--- config.mk ---
export PLATFORM = sky130hd
export DESIGN_NAME = rtcesc_top
export DESIGN_NICKNAME = d
export VERILOG_FILES = /design/src/rtcesc_pkg.sv /design/src/rtcesc_ram_if.sv /design/src/rtcesc_top.sv /design/src/rtcesc_ram.sv
export SDC_FILE = /design/constraint.sdc
export NUM_CORES = 2
export LEC_CHECK = 0
export ABC_AREA = 1
export BUFFER_PORTS_ARGS = -buffer_cell sky130_fd_sc_hd__buf_2
export CORE_MARGIN = 2
export CORE_UTILIZATION = 39
export CTS_CLUSTER_DIAMETER = 30
export DETAILED_ROUTE_END_ITERATION = 12
export SYNTH_ARGS = -nofsm -noshare
export SYNTH_HDL_FRONTEND = slang
export SYNTH_SLANG_ARGS = --single-unit
--- constraint.sdc ---
create_clock -name i_clock -period 8.09 [get_ports i_clock]
set_input_delay 0.4045 -clock i_clock [delete_from_list [all_inputs] [get_ports i_clock]]
set_output_delay 0.4045 -clock i_clock [all_outputs]
set_load 0.05 [all_outputs]
--- src/rtcesc_pkg.sv ---
// constants and types for the rtc event steering control block
package rtcesc_pkg;
    // register offsets on the bytewide port
    localparam logic [4:0] RTCESC_OFS_FLAGS = 5'h0E;
    localparam logic [4:0] RTCESC_OFS_CTRL = 5'h0F;
    localparam logic [4:0] RTCESC_OFS_RAM_ADDR = 5'h10;
    localparam logic [4:0] RTCESC_OFS_RAM_DATA = 5'h13;
    // flags_status_a field positions
    localparam int RTCESC_FA_INTERRUPT_REQUEST_FLAG = 0;
    localparam int RTCESC_FA_WDF = 1;
    localparam int RTCESC_FA_KSF = 2;
    localparam int RTCESC_FA_TDF = 3;
    // enables_control_b field positions
    localparam int RTCESC_CB_WDS = 0;
    localparam int RTCESC_CB_WDE = 1;
    localparam int RTCESC_CB_KIE = 2;
    localparam int RTCESC_CB_TIE = 3;
    localparam int RTCESC_CB_TPE = 4;
    localparam int RTCESC_CB_BME = 5;
    localparam int RTCESC_CB_CS = 6;
    localparam int RTCESC_CB_TE = 7;
    // reset values
    localparam logic [7:0] RTCESC_CTRL_RESET = 8'h80;
    localparam logic [7:0] RTCESC_RAM_ADDR_RESET = 8'h00;
    // reset pulse timing, counted in oscillator ticks
    localparam int RTCESC_OSC_HZ = 32768;
    localparam int RTCESC_RST_MIN_MS = 40;
    localparam int RTCESC_RST_MAX_MS = 200;
    localparam int RTCESC_RST_MIN_TICKS =
        (RTCESC_RST_MIN_MS * RTCESC_OSC_HZ + 999) / 1000;
    localparam int RTCESC_RST_MAX_TICKS =
        (RTCESC_RST_MAX_MS * RTCESC_OSC_HZ) / 1000;
    localparam logic [12:0] RTCESC_RST_TICKS =
        13'((RTCESC_RST_MIN_TICKS + RTCESC_RST_MAX_TICKS) / 2);
    // synchroniser vector layout
    localparam int RTCESC_SYNC_W = 18;
    localparam int RTCESC_SY_CS = 0;
    localparam int RTCESC_SY_WE = 1;
    localparam int RTCESC_SY_OE = 2;
    localparam int RTCESC_SY_ADDR = 3;
    localparam int RTCESC_SY_DATA = 8;
    localparam int RTCESC_SY_KEY = 16;
    localparam int RTCESC_SY_SUP = 17;

    typedef enum logic [1:0] {
        RTCESC_RST_IDLE = 2'b01,
        RTCESC_RST_PULSE = 2'b10
    } rtcesc_rst_state_t;
endpackage

--- src/rtcesc_ram_if.sv ---
// link between the steering block and its user ram
`timescale 1ns/1ps
`default_nettype none
interface rtcesc_ram_if;
    logic we;
    logic [7:0] addr;
    logic [7:0] wdata;
    logic [7:0] rdata;
    modport ctrl (output we, output addr, output wdata, input rdata);
    modport mem (input we, input addr, input wdata, output rdata);
endinterface
`default_nettype wire

--- src/rtcesc_top.sv ---
// event steering, control bits and register port of the rtc
`timescale 1ns/1ps
`default_nettype none
module rtcesc_top
    import rtcesc_pkg::*;
(
    // clock, reset, freeze
    input wire logic i_clock,
    input wire logic i_arst_n,
    input wire logic i_clk_en,
    // bytewide register port pins
    input wire logic i_cs_n,
    input wire logic i_oe_n,
    input wire logic i_we_n,
    input wire logic [4:0] i_addr,
    input wire logic [7:0] i_dq,
    output logic [7:0] o_dq,
    output logic o_dq_oe,
    // pins from outside
    input wire logic i_wake_key_input_n,
    input wire logic i_main_supply,
    // timekeeping logic on this clock
    input wire logic i_osc_tick,
    input wire logic i_alarm_match,
    input wire logic i_watchdog_expire,
    // control to timekeeping logic
    output logic o_rollover_allow,
    output logic o_load_select,
    output logic o_watchdog_on,
    output logic o_watchdog_kick,
    // open-drain pins, low means pull down
    output logic o_interrupt_out_n,
    output logic o_power_on_request_n,
    output logic o_reset_out_n
);
    // address compare shared by write strobes, read mux and ram access
    function automatic logic hit(input logic [4:0] a, input logic [4:0] ofs);
        hit = (a == ofs);
    endfunction

    rtcesc_ram_if ram_bus ();

    rtcesc_ram u_ram (
        .i_clock(i_clock),
        .i_clk_en(i_clk_en),
        .bus(ram_bus)
    );

    // two-stage synchroniser for every pin input
    logic [RTCESC_SYNC_W-1:0] pin_raw;
    logic [RTCESC_SYNC_W-1:0] sync1_r;
    logic [RTCESC_SYNC_W-1:0] sync2_r;
    assign pin_raw = {i_main_supply, i_wake_key_input_n, i_dq, i_addr,
                      i_oe_n, i_we_n, i_cs_n};

    always_ff @(posedge i_clock or negedge i_arst_n) begin
        if (!i_arst_n) begin
            sync1_r <= 18'h3FFFF;
            sync2_r <= 18'h3FFFF;
        end else if (i_clk_en) begin
            sync1_r <= pin_raw;
            sync2_r <= sync1_r;
        end
    end

    logic cs_s;
    logic we_s;
    logic oe_s;
    logic key_s;
    logic sup_s;
    logic [4:0] addr_s;
    logic [7:0] data_s;
    assign cs_s = ~sync2_r[RTCESC_SY_CS];
    assign we_s = ~sync2_r[RTCESC_SY_WE];
    assign oe_s = ~sync2_r[RTCESC_SY_OE];
    assign key_s = sync2_r[RTCESC_SY_KEY];
    assign sup_s = sync2_r[RTCESC_SY_SUP];
    assign addr_s = sync2_r[RTCESC_SY_ADDR +: 5];
    assign data_s = sync2_r[RTCESC_SY_DATA +: 8];

    // register state
    logic we_d_r, we_d_nxt;
    logic rd_d_r, rd_d_nxt;
    logic key_d_r, key_d_nxt;
    logic tdf_r, tdf_nxt;
    logic ksf_r, ksf_nxt;
    logic wdf_r, wdf_nxt;
    logic wd_rst_irq_r, wd_rst_irq_nxt;
    logic [7:0] ctrl_r, ctrl_nxt;
    logic [7:0] ram_addr_r, ram_addr_nxt;
    logic [7:0] dq_r, dq_nxt;
    logic dq_oe_r, dq_oe_nxt;
    logic kick_r, kick_nxt;
    logic irq_n_r, irq_n_nxt;
    logic pwr_n_r, pwr_n_nxt;
    rtcesc_rst_state_t rst_st_r, rst_st_nxt;
    logic [12:0] rst_cnt_r, rst_cnt_nxt;
    logic rst_n_r, rst_n_nxt;

    logic rd_act;
    logic wr_end;
    logic rd_end;
    logic key_fall;
    logic wd_set;
    logic interrupt_request_flag;
    logic wr_flags;
    logic wr_ctrl;
    logic wr_radr;
    logic ram_acc;
    logic [7:0] flags_rd;

    // the write takes effect at the trailing edge of the strobe
    assign wr_end = we_d_r & ~(we_s & cs_s);
    assign rd_act = cs_s & oe_s & ~we_s;
    assign rd_end = rd_d_r & ~rd_act;
    assign key_fall = key_d_r & ~key_s;
    assign wr_flags = wr_end & hit(addr_s, RTCESC_OFS_FLAGS);
    assign wr_ctrl = wr_end & hit(addr_s, RTCESC_OFS_CTRL);
    assign wr_radr = wr_end & hit(addr_s, RTCESC_OFS_RAM_ADDR);
    assign ram_acc = (wr_end | rd_end) & hit(addr_s, RTCESC_OFS_RAM_DATA);
    assign wd_set = i_watchdog_expire & ctrl_r[RTCESC_CB_WDE];

    assign interrupt_request_flag = (tdf_r & ctrl_r[RTCESC_CB_TIE]) |
                  (ksf_r & ctrl_r[RTCESC_CB_KIE]) |
                  (wdf_r & (ctrl_r[RTCESC_CB_WDE] | wd_rst_irq_r));

    always_comb begin
        flags_rd = 8'h00;
        flags_rd[RTCESC_FA_INTERRUPT_REQUEST_FLAG] = interrupt_request_flag;
        flags_rd[RTCESC_FA_WDF] = wdf_r;
        flags_rd[RTCESC_FA_KSF] = ksf_r;
        flags_rd[RTCESC_FA_TDF] = tdf_r;
    end

    assign ram_bus.we = i_clk_en & wr_end & hit(addr_s, RTCESC_OFS_RAM_DATA);
    assign ram_bus.addr = ram_addr_r;
    assign ram_bus.wdata = data_s;

    // flags and control bits
    always_comb begin
        we_d_nxt = we_s & cs_s;
        rd_d_nxt = rd_act;
        key_d_nxt = key_s;
        kick_nxt = wr_end;
        tdf_nxt = tdf_r;
        ksf_nxt = ksf_r;
        wdf_nxt = wdf_r;
        wd_rst_irq_nxt = wd_rst_irq_r;
        ctrl_nxt = ctrl_r;
        ram_addr_nxt = ram_addr_r;
        // software clears are applied first so a same-cycle event wins
        if (wr_flags) begin
            tdf_nxt = tdf_r & data_s[RTCESC_FA_TDF];
            ksf_nxt = data_s[RTCESC_FA_KSF];
            wdf_nxt = wdf_r & data_s[RTCESC_FA_WDF];
            if (!data_s[RTCESC_FA_WDF]) begin
                wd_rst_irq_nxt = 1'b0;
            end
        end
        if (i_alarm_match) begin
            tdf_nxt = 1'b1;
        end
        if (key_fall && ctrl_r[RTCESC_CB_KIE]) begin
            ksf_nxt = 1'b1;
        end
        if (wd_set) begin
            wdf_nxt = 1'b1;
        end
        if (wr_ctrl) begin
            ctrl_nxt = data_s;
        end
        if (wd_set && ctrl_r[RTCESC_CB_WDS]) begin
            wd_rst_irq_nxt = 1'b1;
            ctrl_nxt[RTCESC_CB_WDE] = 1'b0;
        end
        // an address write wins over a burst step in the same cycle
        if (wr_radr) begin
            ram_addr_nxt = data_s;
        end else if (ram_acc && ctrl_r[RTCESC_CB_BME]) begin
            ram_addr_nxt = ram_addr_r + 8'h01;
        end
    end

    // read data and pin outputs
    always_comb begin
        dq_nxt = 8'h00;
        unique case (1'b1)
            hit(addr_s, RTCESC_OFS_FLAGS): dq_nxt = flags_rd;
            hit(addr_s, RTCESC_OFS_CTRL): dq_nxt = ctrl_r;
            hit(addr_s, RTCESC_OFS_RAM_ADDR): dq_nxt = ram_addr_r;
            hit(addr_s, RTCESC_OFS_RAM_DATA): dq_nxt = ram_bus.rdata;
            default: dq_nxt = 8'h00;
        endcase
        dq_oe_nxt = rd_act;
        // irq is only driven with main supply up; it follows once it returns
        irq_n_nxt = ~(interrupt_request_flag & sup_s);
        pwr_n_nxt = ~((tdf_r & ctrl_r[RTCESC_CB_TPE]) |
                      (ksf_r & ctrl_r[RTCESC_CB_KIE]));
    end

    // reset pulse timer
    always_comb begin
        rst_st_nxt = rst_st_r;
        rst_cnt_nxt = rst_cnt_r;
        unique case (rst_st_r)
            RTCESC_RST_IDLE: begin
                if (wd_set && ctrl_r[RTCESC_CB_WDS]) begin
                    rst_st_nxt = RTCESC_RST_PULSE;
                    rst_cnt_nxt = RTCESC_RST_TICKS;
                end
            end
            RTCESC_RST_PULSE: begin
                if (i_osc_tick) begin
                    if (rst_cnt_r == 13'h0001) begin
                        rst_st_nxt = RTCESC_RST_IDLE;
                        rst_cnt_nxt = 13'h0000;
                    end else begin
                        rst_cnt_nxt = rst_cnt_r - 13'h0001;
                    end
                end
            end
            default: begin
                rst_st_nxt = RTCESC_RST_IDLE;
                rst_cnt_nxt = 13'h0000;
            end
        endcase
        // the pin gets its own flop so a state decode never glitches it
        rst_n_nxt = (rst_st_nxt != RTCESC_RST_PULSE);
    end

    always_ff @(posedge i_clock or negedge i_arst_n) begin
        if (!i_arst_n) begin
            we_d_r <= 1'b0;
            rd_d_r <= 1'b0;
            key_d_r <= 1'b1;
            kick_r <= 1'b0;
            tdf_r <= 1'b0;
            ksf_r <= 1'b0;
            wdf_r <= 1'b0;
            wd_rst_irq_r <= 1'b0;
            ctrl_r <= RTCESC_CTRL_RESET;
            ram_addr_r <= RTCESC_RAM_ADDR_RESET;
            dq_r <= 8'h00;
            dq_oe_r <= 1'b0;
            irq_n_r <= 1'b1;
            pwr_n_r <= 1'b1;
            rst_st_r <= RTCESC_RST_IDLE;
            rst_cnt_r <= 13'h0000;
            rst_n_r <= 1'b1;
        end else if (i_clk_en) begin
            we_d_r <= we_d_nxt;
            rd_d_r <= rd_d_nxt;
            key_d_r <= key_d_nxt;
            kick_r <= kick_nxt;
            tdf_r <= tdf_nxt;
            ksf_r <= ksf_nxt;
            wdf_r <= wdf_nxt;
            wd_rst_irq_r <= wd_rst_irq_nxt;
            ctrl_r <= ctrl_nxt;
            ram_addr_r <= ram_addr_nxt;
            dq_r <= dq_nxt;
            dq_oe_r <= dq_oe_nxt;
            irq_n_r <= irq_n_nxt;
            pwr_n_r <= pwr_n_nxt;
            rst_st_r <= rst_st_nxt;
            rst_cnt_r <= rst_cnt_nxt;
            rst_n_r <= rst_n_nxt;
        end
    end

    assign o_dq = dq_r;
    assign o_dq_oe = dq_oe_r;
    assign o_rollover_allow = ctrl_r[RTCESC_CB_TE];
    assign o_load_select = ctrl_r[RTCESC_CB_CS];
    assign o_watchdog_on = ctrl_r[RTCESC_CB_WDE];
    assign o_watchdog_kick = kick_r;
    assign o_interrupt_out_n = irq_n_r;
    assign o_power_on_request_n = pwr_n_r;
    assign o_reset_out_n = rst_n_r;
endmodule
`default_nettype wire

--- src/rtcesc_ram.sv ---
// 256-byte extended user ram with registered read data
`timescale 1ns/1ps
`default_nettype none
module rtcesc_ram (
    // clock and freeze
    input wire logic i_clock,
    input wire logic i_clk_en,
    // access port
    rtcesc_ram_if.mem bus
);
    logic [7:0] mem_r [0:255];
    logic [7:0] rdata_r;

    // no reset on the array: contents are undefined at power-up
    always_ff @(posedge i_clock) begin
        if (i_clk_en) begin
            if (bus.we) begin
                mem_r[bus.addr] <= bus.wdata;
            end
            rdata_r <= mem_r[bus.addr];
        end
    end

    assign bus.rdata = rdata_r;
endmodule
`default_nettype wire

**Word-level counts from Yosys, hierarchy flattened**

Memory sizes are Yosys's and may differ from the RTL's. A register that Yosys moved wholly into a read port is not among the register bits.
Index checks and enable logic that the tools add are counted.

- Input port bits: 24
- Bits in writable memories: 2048
- Output and inout bits: 16
- Memories kept: 1
- Register bits after elaboration: 86

Memory list:

| memory | words | width | rd ports | clocked after Yosys merged registers in | wr ports | RTL line | source |
|---|---|---|---|---|---|---|---|
| u_ram.mem_r | 256 | 8 | 1 | 1 | 1 | rtcesc_ram.sv:11 | `logic [7:0] mem_r [0:255];` |

- $add $sub $neg: 2
- Equality and inequality tests: 11
- Multiplexer cells: 25
- Reduce and logical (&&, ||, !) cells: 17
- Bitwise gates (word level): 33

Operator list:

| operator | number |
|---|---|
| two-way mux 13 bit | 3 |
| one-hot mux 8 bit (4 select lines) | 1 |
| one-hot mux 13 bit (2 select lines) | 1 |
| AND 1 bit | 20 |
| two-way mux 8 bit | 2 |
| == test 13 x 1 -> 1 bit (second input constant) | 1 |
| two-way mux 1 bit | 13 |
| subtractor 13 x 1 -> 13 bit (second input constant) | 1 |
| AND reduction 2 bit | 6 |
| nonzero test 2 bit | 6 |
| == test 5 x 4 -> 1 bit (second input constant) | 2 |
| == test 5 bit (second input constant) | 2 |
| adder 8 x 1 -> 8 bit (second input constant) | 1 |
| two-way mux 2 bit | 4 |
| NOT 1 bit | 8 |
| inequality test 2 bit (second input constant) | 3 |
| AND reduction 3 bit | 2 |
| bitwise OR 1 bit | 5 |
| one-hot mux 2 bit (2 select lines) | 1 |
| logical AND 1 bit | 3 |
| == test 2 x 1 -> 1 bit (second input constant) | 1 |
| == test 2 bit (second input constant) | 1 |
| inequality test 2 x 1 -> 1 bit (second input constant) | 1 |

**Longest topological paths before layout**

- Depth after elaboration: 10
- Mapped depth: 17
- Mapped depth without buffers: 13

**Modules after synthesis**

Synthesis repeated with hierarchy kept, for this count alone.

- Cell total of the unflattened synthesis: 8339
- Area, all modules: 89070.4 µm²

Modules (own cells, without submodules):

| module | area each (µm²) | cells each | times used |
|---|---|---|---|
| rtcesc_ram | 84735.0 | 7798 | 1 |
| rtcesc_top | 4335.4 | 541 | 1 |

**Worst setup path before layout**

Ideal clock, no wire load.

- Path type: register to register
- Start: reg sync2_r[10]
- End: reg ram_addr_r[2]
- Data required time: 8003 ps
- Library setup time: 87 ps
- Path slack: 5379 ps
- Stages on the path, launching flop included: 3
- Path buffers: 0
- Period minus slack after synthesis: 2711 ps
- Data arrival time: 2624 ps
- Cell sequence: dfstp_2 o21ai_0 a22oi_1

- Cells in the longest elaborated chain, start to end: 1

Ends and longest elaborated chain:

| element | RTL line | source |
|---|---|---|
| start, declared | rtcesc_top.sv:52 | `logic [RTCESC_SYNC_W-1:0] sync2_r;` |
| start signal, assigned | rtcesc_top.sv:62 | `sync2_r <= sync1_r;` |
| two-way mux 8 bit | rtcesc_top.sv:177 | `if (wr_radr) begin` |
| end signal, assigned | rtcesc_top.sv:260 | `ram_addr_r <= ram_addr_nxt;` |
| end, declared | rtcesc_top.sv:90 | `logic [7:0] ram_addr_r, ram_addr_nxt;` |

Every way passes these cells.
A chain may end at the register's enable or synchronous reset.

==> parameters.txt <==
Parameter                              Value

Outcome
  Result of the run    completed

Routing
  Iteration count of the initial detailed-routing pass    6
  Post-DR wirelength/cell    20.4 um
  Number of DRC markers after the initial detailed-route iteration    6837
  Routed via count    63200
  Routed wire length    256000 um
  Antenna viol nets, final    0
  DRC    0
  Via density    5.04

STA
  Final worst path period need    5220 ps
  Setup repair after global routing missed its margin    no
  Peak clock frequency supported by timing    191 MHz
  Final setup violation count    0
  Sum of negative setup slack    0 ps
  Final Slew Violations    0
  Worst setup skew after layout    55.3 ps
  Final Hold Vio Count    0
  Final Worst Setup Slack    2870 ps
  Fin crit share    0.645
  Worst-Margin Slew    1250 ps
  Remaining max-slew budget at the tightest pin    0.167

Floorplan
  Starting density of the core    0.393
  Vertical extent of the die    488 um
  Die area    238000 um^2
  Number of top-level pins    40
  Site Rows    177
  Die width    488 um
  Area of the core    233000 um^2

Global routing
  Global route overflow    0
  Via count of the first global-routing pass    61600
  Global-route wire length before repair    384000 um
  GRT Resource Usage Total    0.212
  Maximum number of pins on one net before global-route repair    238
  Initial antenna violation count    3

Setup path
  Worst-path cell with the longest stage delay    buf_4
  Required time of the critical path    8770 ps
  Critical path capture point type    flip-flop
  Logic depth of the worst path, buffers included    14
  Critical Path Most Common Cell    nand2_1
  Arrival time reported for the critical path endpoint    5910 ps
  Maximum fanout along the worst path    237
  Cell family with most CP delay    buffers and inverters
  List of cells traversed by the critical path    buf_4, buf_12, buf_4, nand2_1, nand2_1, o21ai_1, nand2_1, nand2_1, o21ai_1, nand2_1, nor2_1, nor2_1, nor2_1, nand2_1
  Buffers and inverters on the worst path    3
  Number of cells traversed by the worst register-to-register path    14
  Maximum cell stage delay along the critical path    910 ps
  Worst Path Class, Setup    flip-flop to flip-flop
  Kind of start point of the critical path    flip-flop

Cells and area
  Area Growth Syn to Fin    19.3%
  Nets    9087
  Layout cells sized above 1    0.0938
  Fill count    21000

Placed design
  Estimated wirelength of the detail-placed design    143000 um
  Pre-CTS setup slack    3100 ps
  Count of input and output buffers    39
  Final weighted congestion of routability-driven global placement    0.863

Power
  Leakage power total    44.4 nW
  Power density over cell area    329 nW/um^2
  Worst vdd rail ir drop    0.268 mV

Clock network
  Clock tree from TritonCTS    done
  Clock Sinks    2142
  Worst skew pair latency    980 ps
  Clk slew on worst S/H paths    50 ps
  Depth of the CTS H-tree    5
  Max Root-Sink Buffers    4
  CTS buffer count    432
  Number of buffers inserted by post-CTS setup repair    0
  Clock tree root buffer cell    clkbuf_16

Synthesis
  Number of storage elements in the synthesis netlist    2142
  Count of synthesis-stage warnings from yosys    0
  Share of async-settable or async-resettable flops after synthesis    0.0401
  Post-Syn Area per Cell    10.2 um^2
  EDFF count, synth    2056
  Cells after synthesis    8936
  Number of distinct library cell variants in the gate-level netlist after synthesis    35
  Sequential fraction of the synthesis area    0.699
  Most common flop cell mapped by yosys    edfxtp_1
  Area of the mapped netlist    91400 um^2
  Post-synth net total    8968

Hold path
  Kind of path behind the tightest hold check    input port to async pin

Run
  Max_cap viols    0
-- power by group --
| group | switching [mW] | internal, mW |
|---|---|---|
| Combinational | 4.22 | 1.28 |
| Sequential | 0.248 | 12.5 |
| Clock | 5.79 | 11.9 |
-- metal layers --
metal  vias up  global-route usage  share of wire
met2      2796               0.331           0.46
li1      29400                   -              -
met1     30500               0.293           0.43
met3       456              0.0442          0.088
met4         0              0.0724          0.029
met5         -                   0              0
-- kinds of logic after synthesis --
kind of cell / share of synthesized area
simple gates: 0.204
compound gates: 0.0366
buf+inv: 0.0574
fa+ha+maj: 0.00109
flops: 0.699
xor+xnor: 0.00144
-- worst register-to-register path, delay by kind of cell, from the launching register on --
kind,cells,cell delay (ps)
compound gates,2,310
flops,1,650
simple gates,9,1220
buf+inv,3,2770
-- cell usage in the layout, fill, tap and decap left out, types with 56 or more instances in the layout --
cell	synthesis	layout
buf_4	32	71
bufinv_16	0	63
clkbuf_16	0	439
clkinv_2	0	64
clkinvlp_4	0	56
edfxtp_1	2056	2056
inv_1	814	813
nand2_1	3518	3503
nand3_1	367	367
nor2_1	936	930
o21ai_0	500	500
o21ai_1	125	125
-- sequential cells by signal (all words and copies together), names as in the netlist, 2 cells and up --
name             cells
u_ram.mem_r       2048
ctrl_r               8
rst_st_r             2
sync2_r             18
u_ram.bus.rdata      8
rst_cnt_r           13
ram_addr_r           8
o_dq                 8
sync1_r             18
-- cell type report --
class                           count  area (um^2)  share of cell area
Sequential cell                  2142        64000               0.587
Multi-Input combinational cell   5515        22300               0.204
Clock buffer                      483        11200               0.102
Tap cell                         3132         3920              0.0359
Clock inverter                    298         3400              0.0311
Inverter                          817         3080              0.0283
Timing Repair Buffer              147         1210              0.0111
Antenna cell                        7         17.5            0.000161
-- path summary, 6_finish.rpt --
| kind | from | endpoint | slack, ps |
|---|---|---|---|
| min in group i_clock | i_dq[7] | sync1_r[15]$_DFFE_PN1P_ | 210 |
| setup reg to reg | ram_addr_r[0]$_DFFE_PN0P_ | u_ram.bus.rdata[3]$_DFFE_PP_ | 2870 |
| max in group asynchronous | i_arst_n | rst_cnt_r[4]$_DFFE_PN0P_ | 6570 |
| hold / removal | i_arst_n | sync2_r[17]$_DFFE_PN1P_ | 140 |
| setup / recovery | ram_addr_r[0]$_DFFE_PN0P_ | u_ram.bus.rdata[3]$_DFFE_PP_ | 2870 |
| hold reg to reg | sync1_r[4]$_DFFE_PN1P_ | sync1_r[4]$_DFFE_PN1P_ | 470 |
-- what timing repair did --
action	in CTS	in global routing
gates resized for setup	0	0
hold buffers	27	0
setup endpoints to repair	0	0
hold endpoints to repair	67	0
-- synth_stat cells, types with 2 or more instances --
master,instances,area share
nand3_1,367,0.020
inv_1,814,0.033
a21oi_1,14,0.00077
ha_1,8,0.0011
xor2_1,14,0.0013
buf_4,32,0.0026
nor3_1,4,0.00022
a221oi_1,3,0.00029
nor2_2,2,0.00014
o21ai_1,125,0.0068
nand2_1,3518,0.14
buf_1,28,0.0011
o211ai_1,4,0.00033
a31oi_1,2,0.00014
edfxtp_1,2056,0.68
inv_2,2,0.000082
dfstp_2,42,0.012
o2111ai_1,3,0.00029
o21ai_0,500,0.027
clkbuf_1,177,0.0073
dfrtp_1,44,0.012
nor3_2,4,0.00044
nor2_1,936,0.038
o22ai_1,3,0.00021
buf_2,217,0.012
buf_6,8,0.00099
-- metrics by stage --
stage,instances,area [um^2],power (mW),util,hold WS [ps]
6_report,12500,109000,35.9,0.469,143
4_1_cts,12500,109000,36.0,0.469,83.2
3_5_place_dp,11700,94200,18.4,0.405,415
5_1_grt,12500,109000,37.1,0.469,155
3_3_place_gp,11700,94200,18.4,0.405,410
2_1_floorplan,8936,91400,16.3,-,109
(Power assumes the default switching activity.)
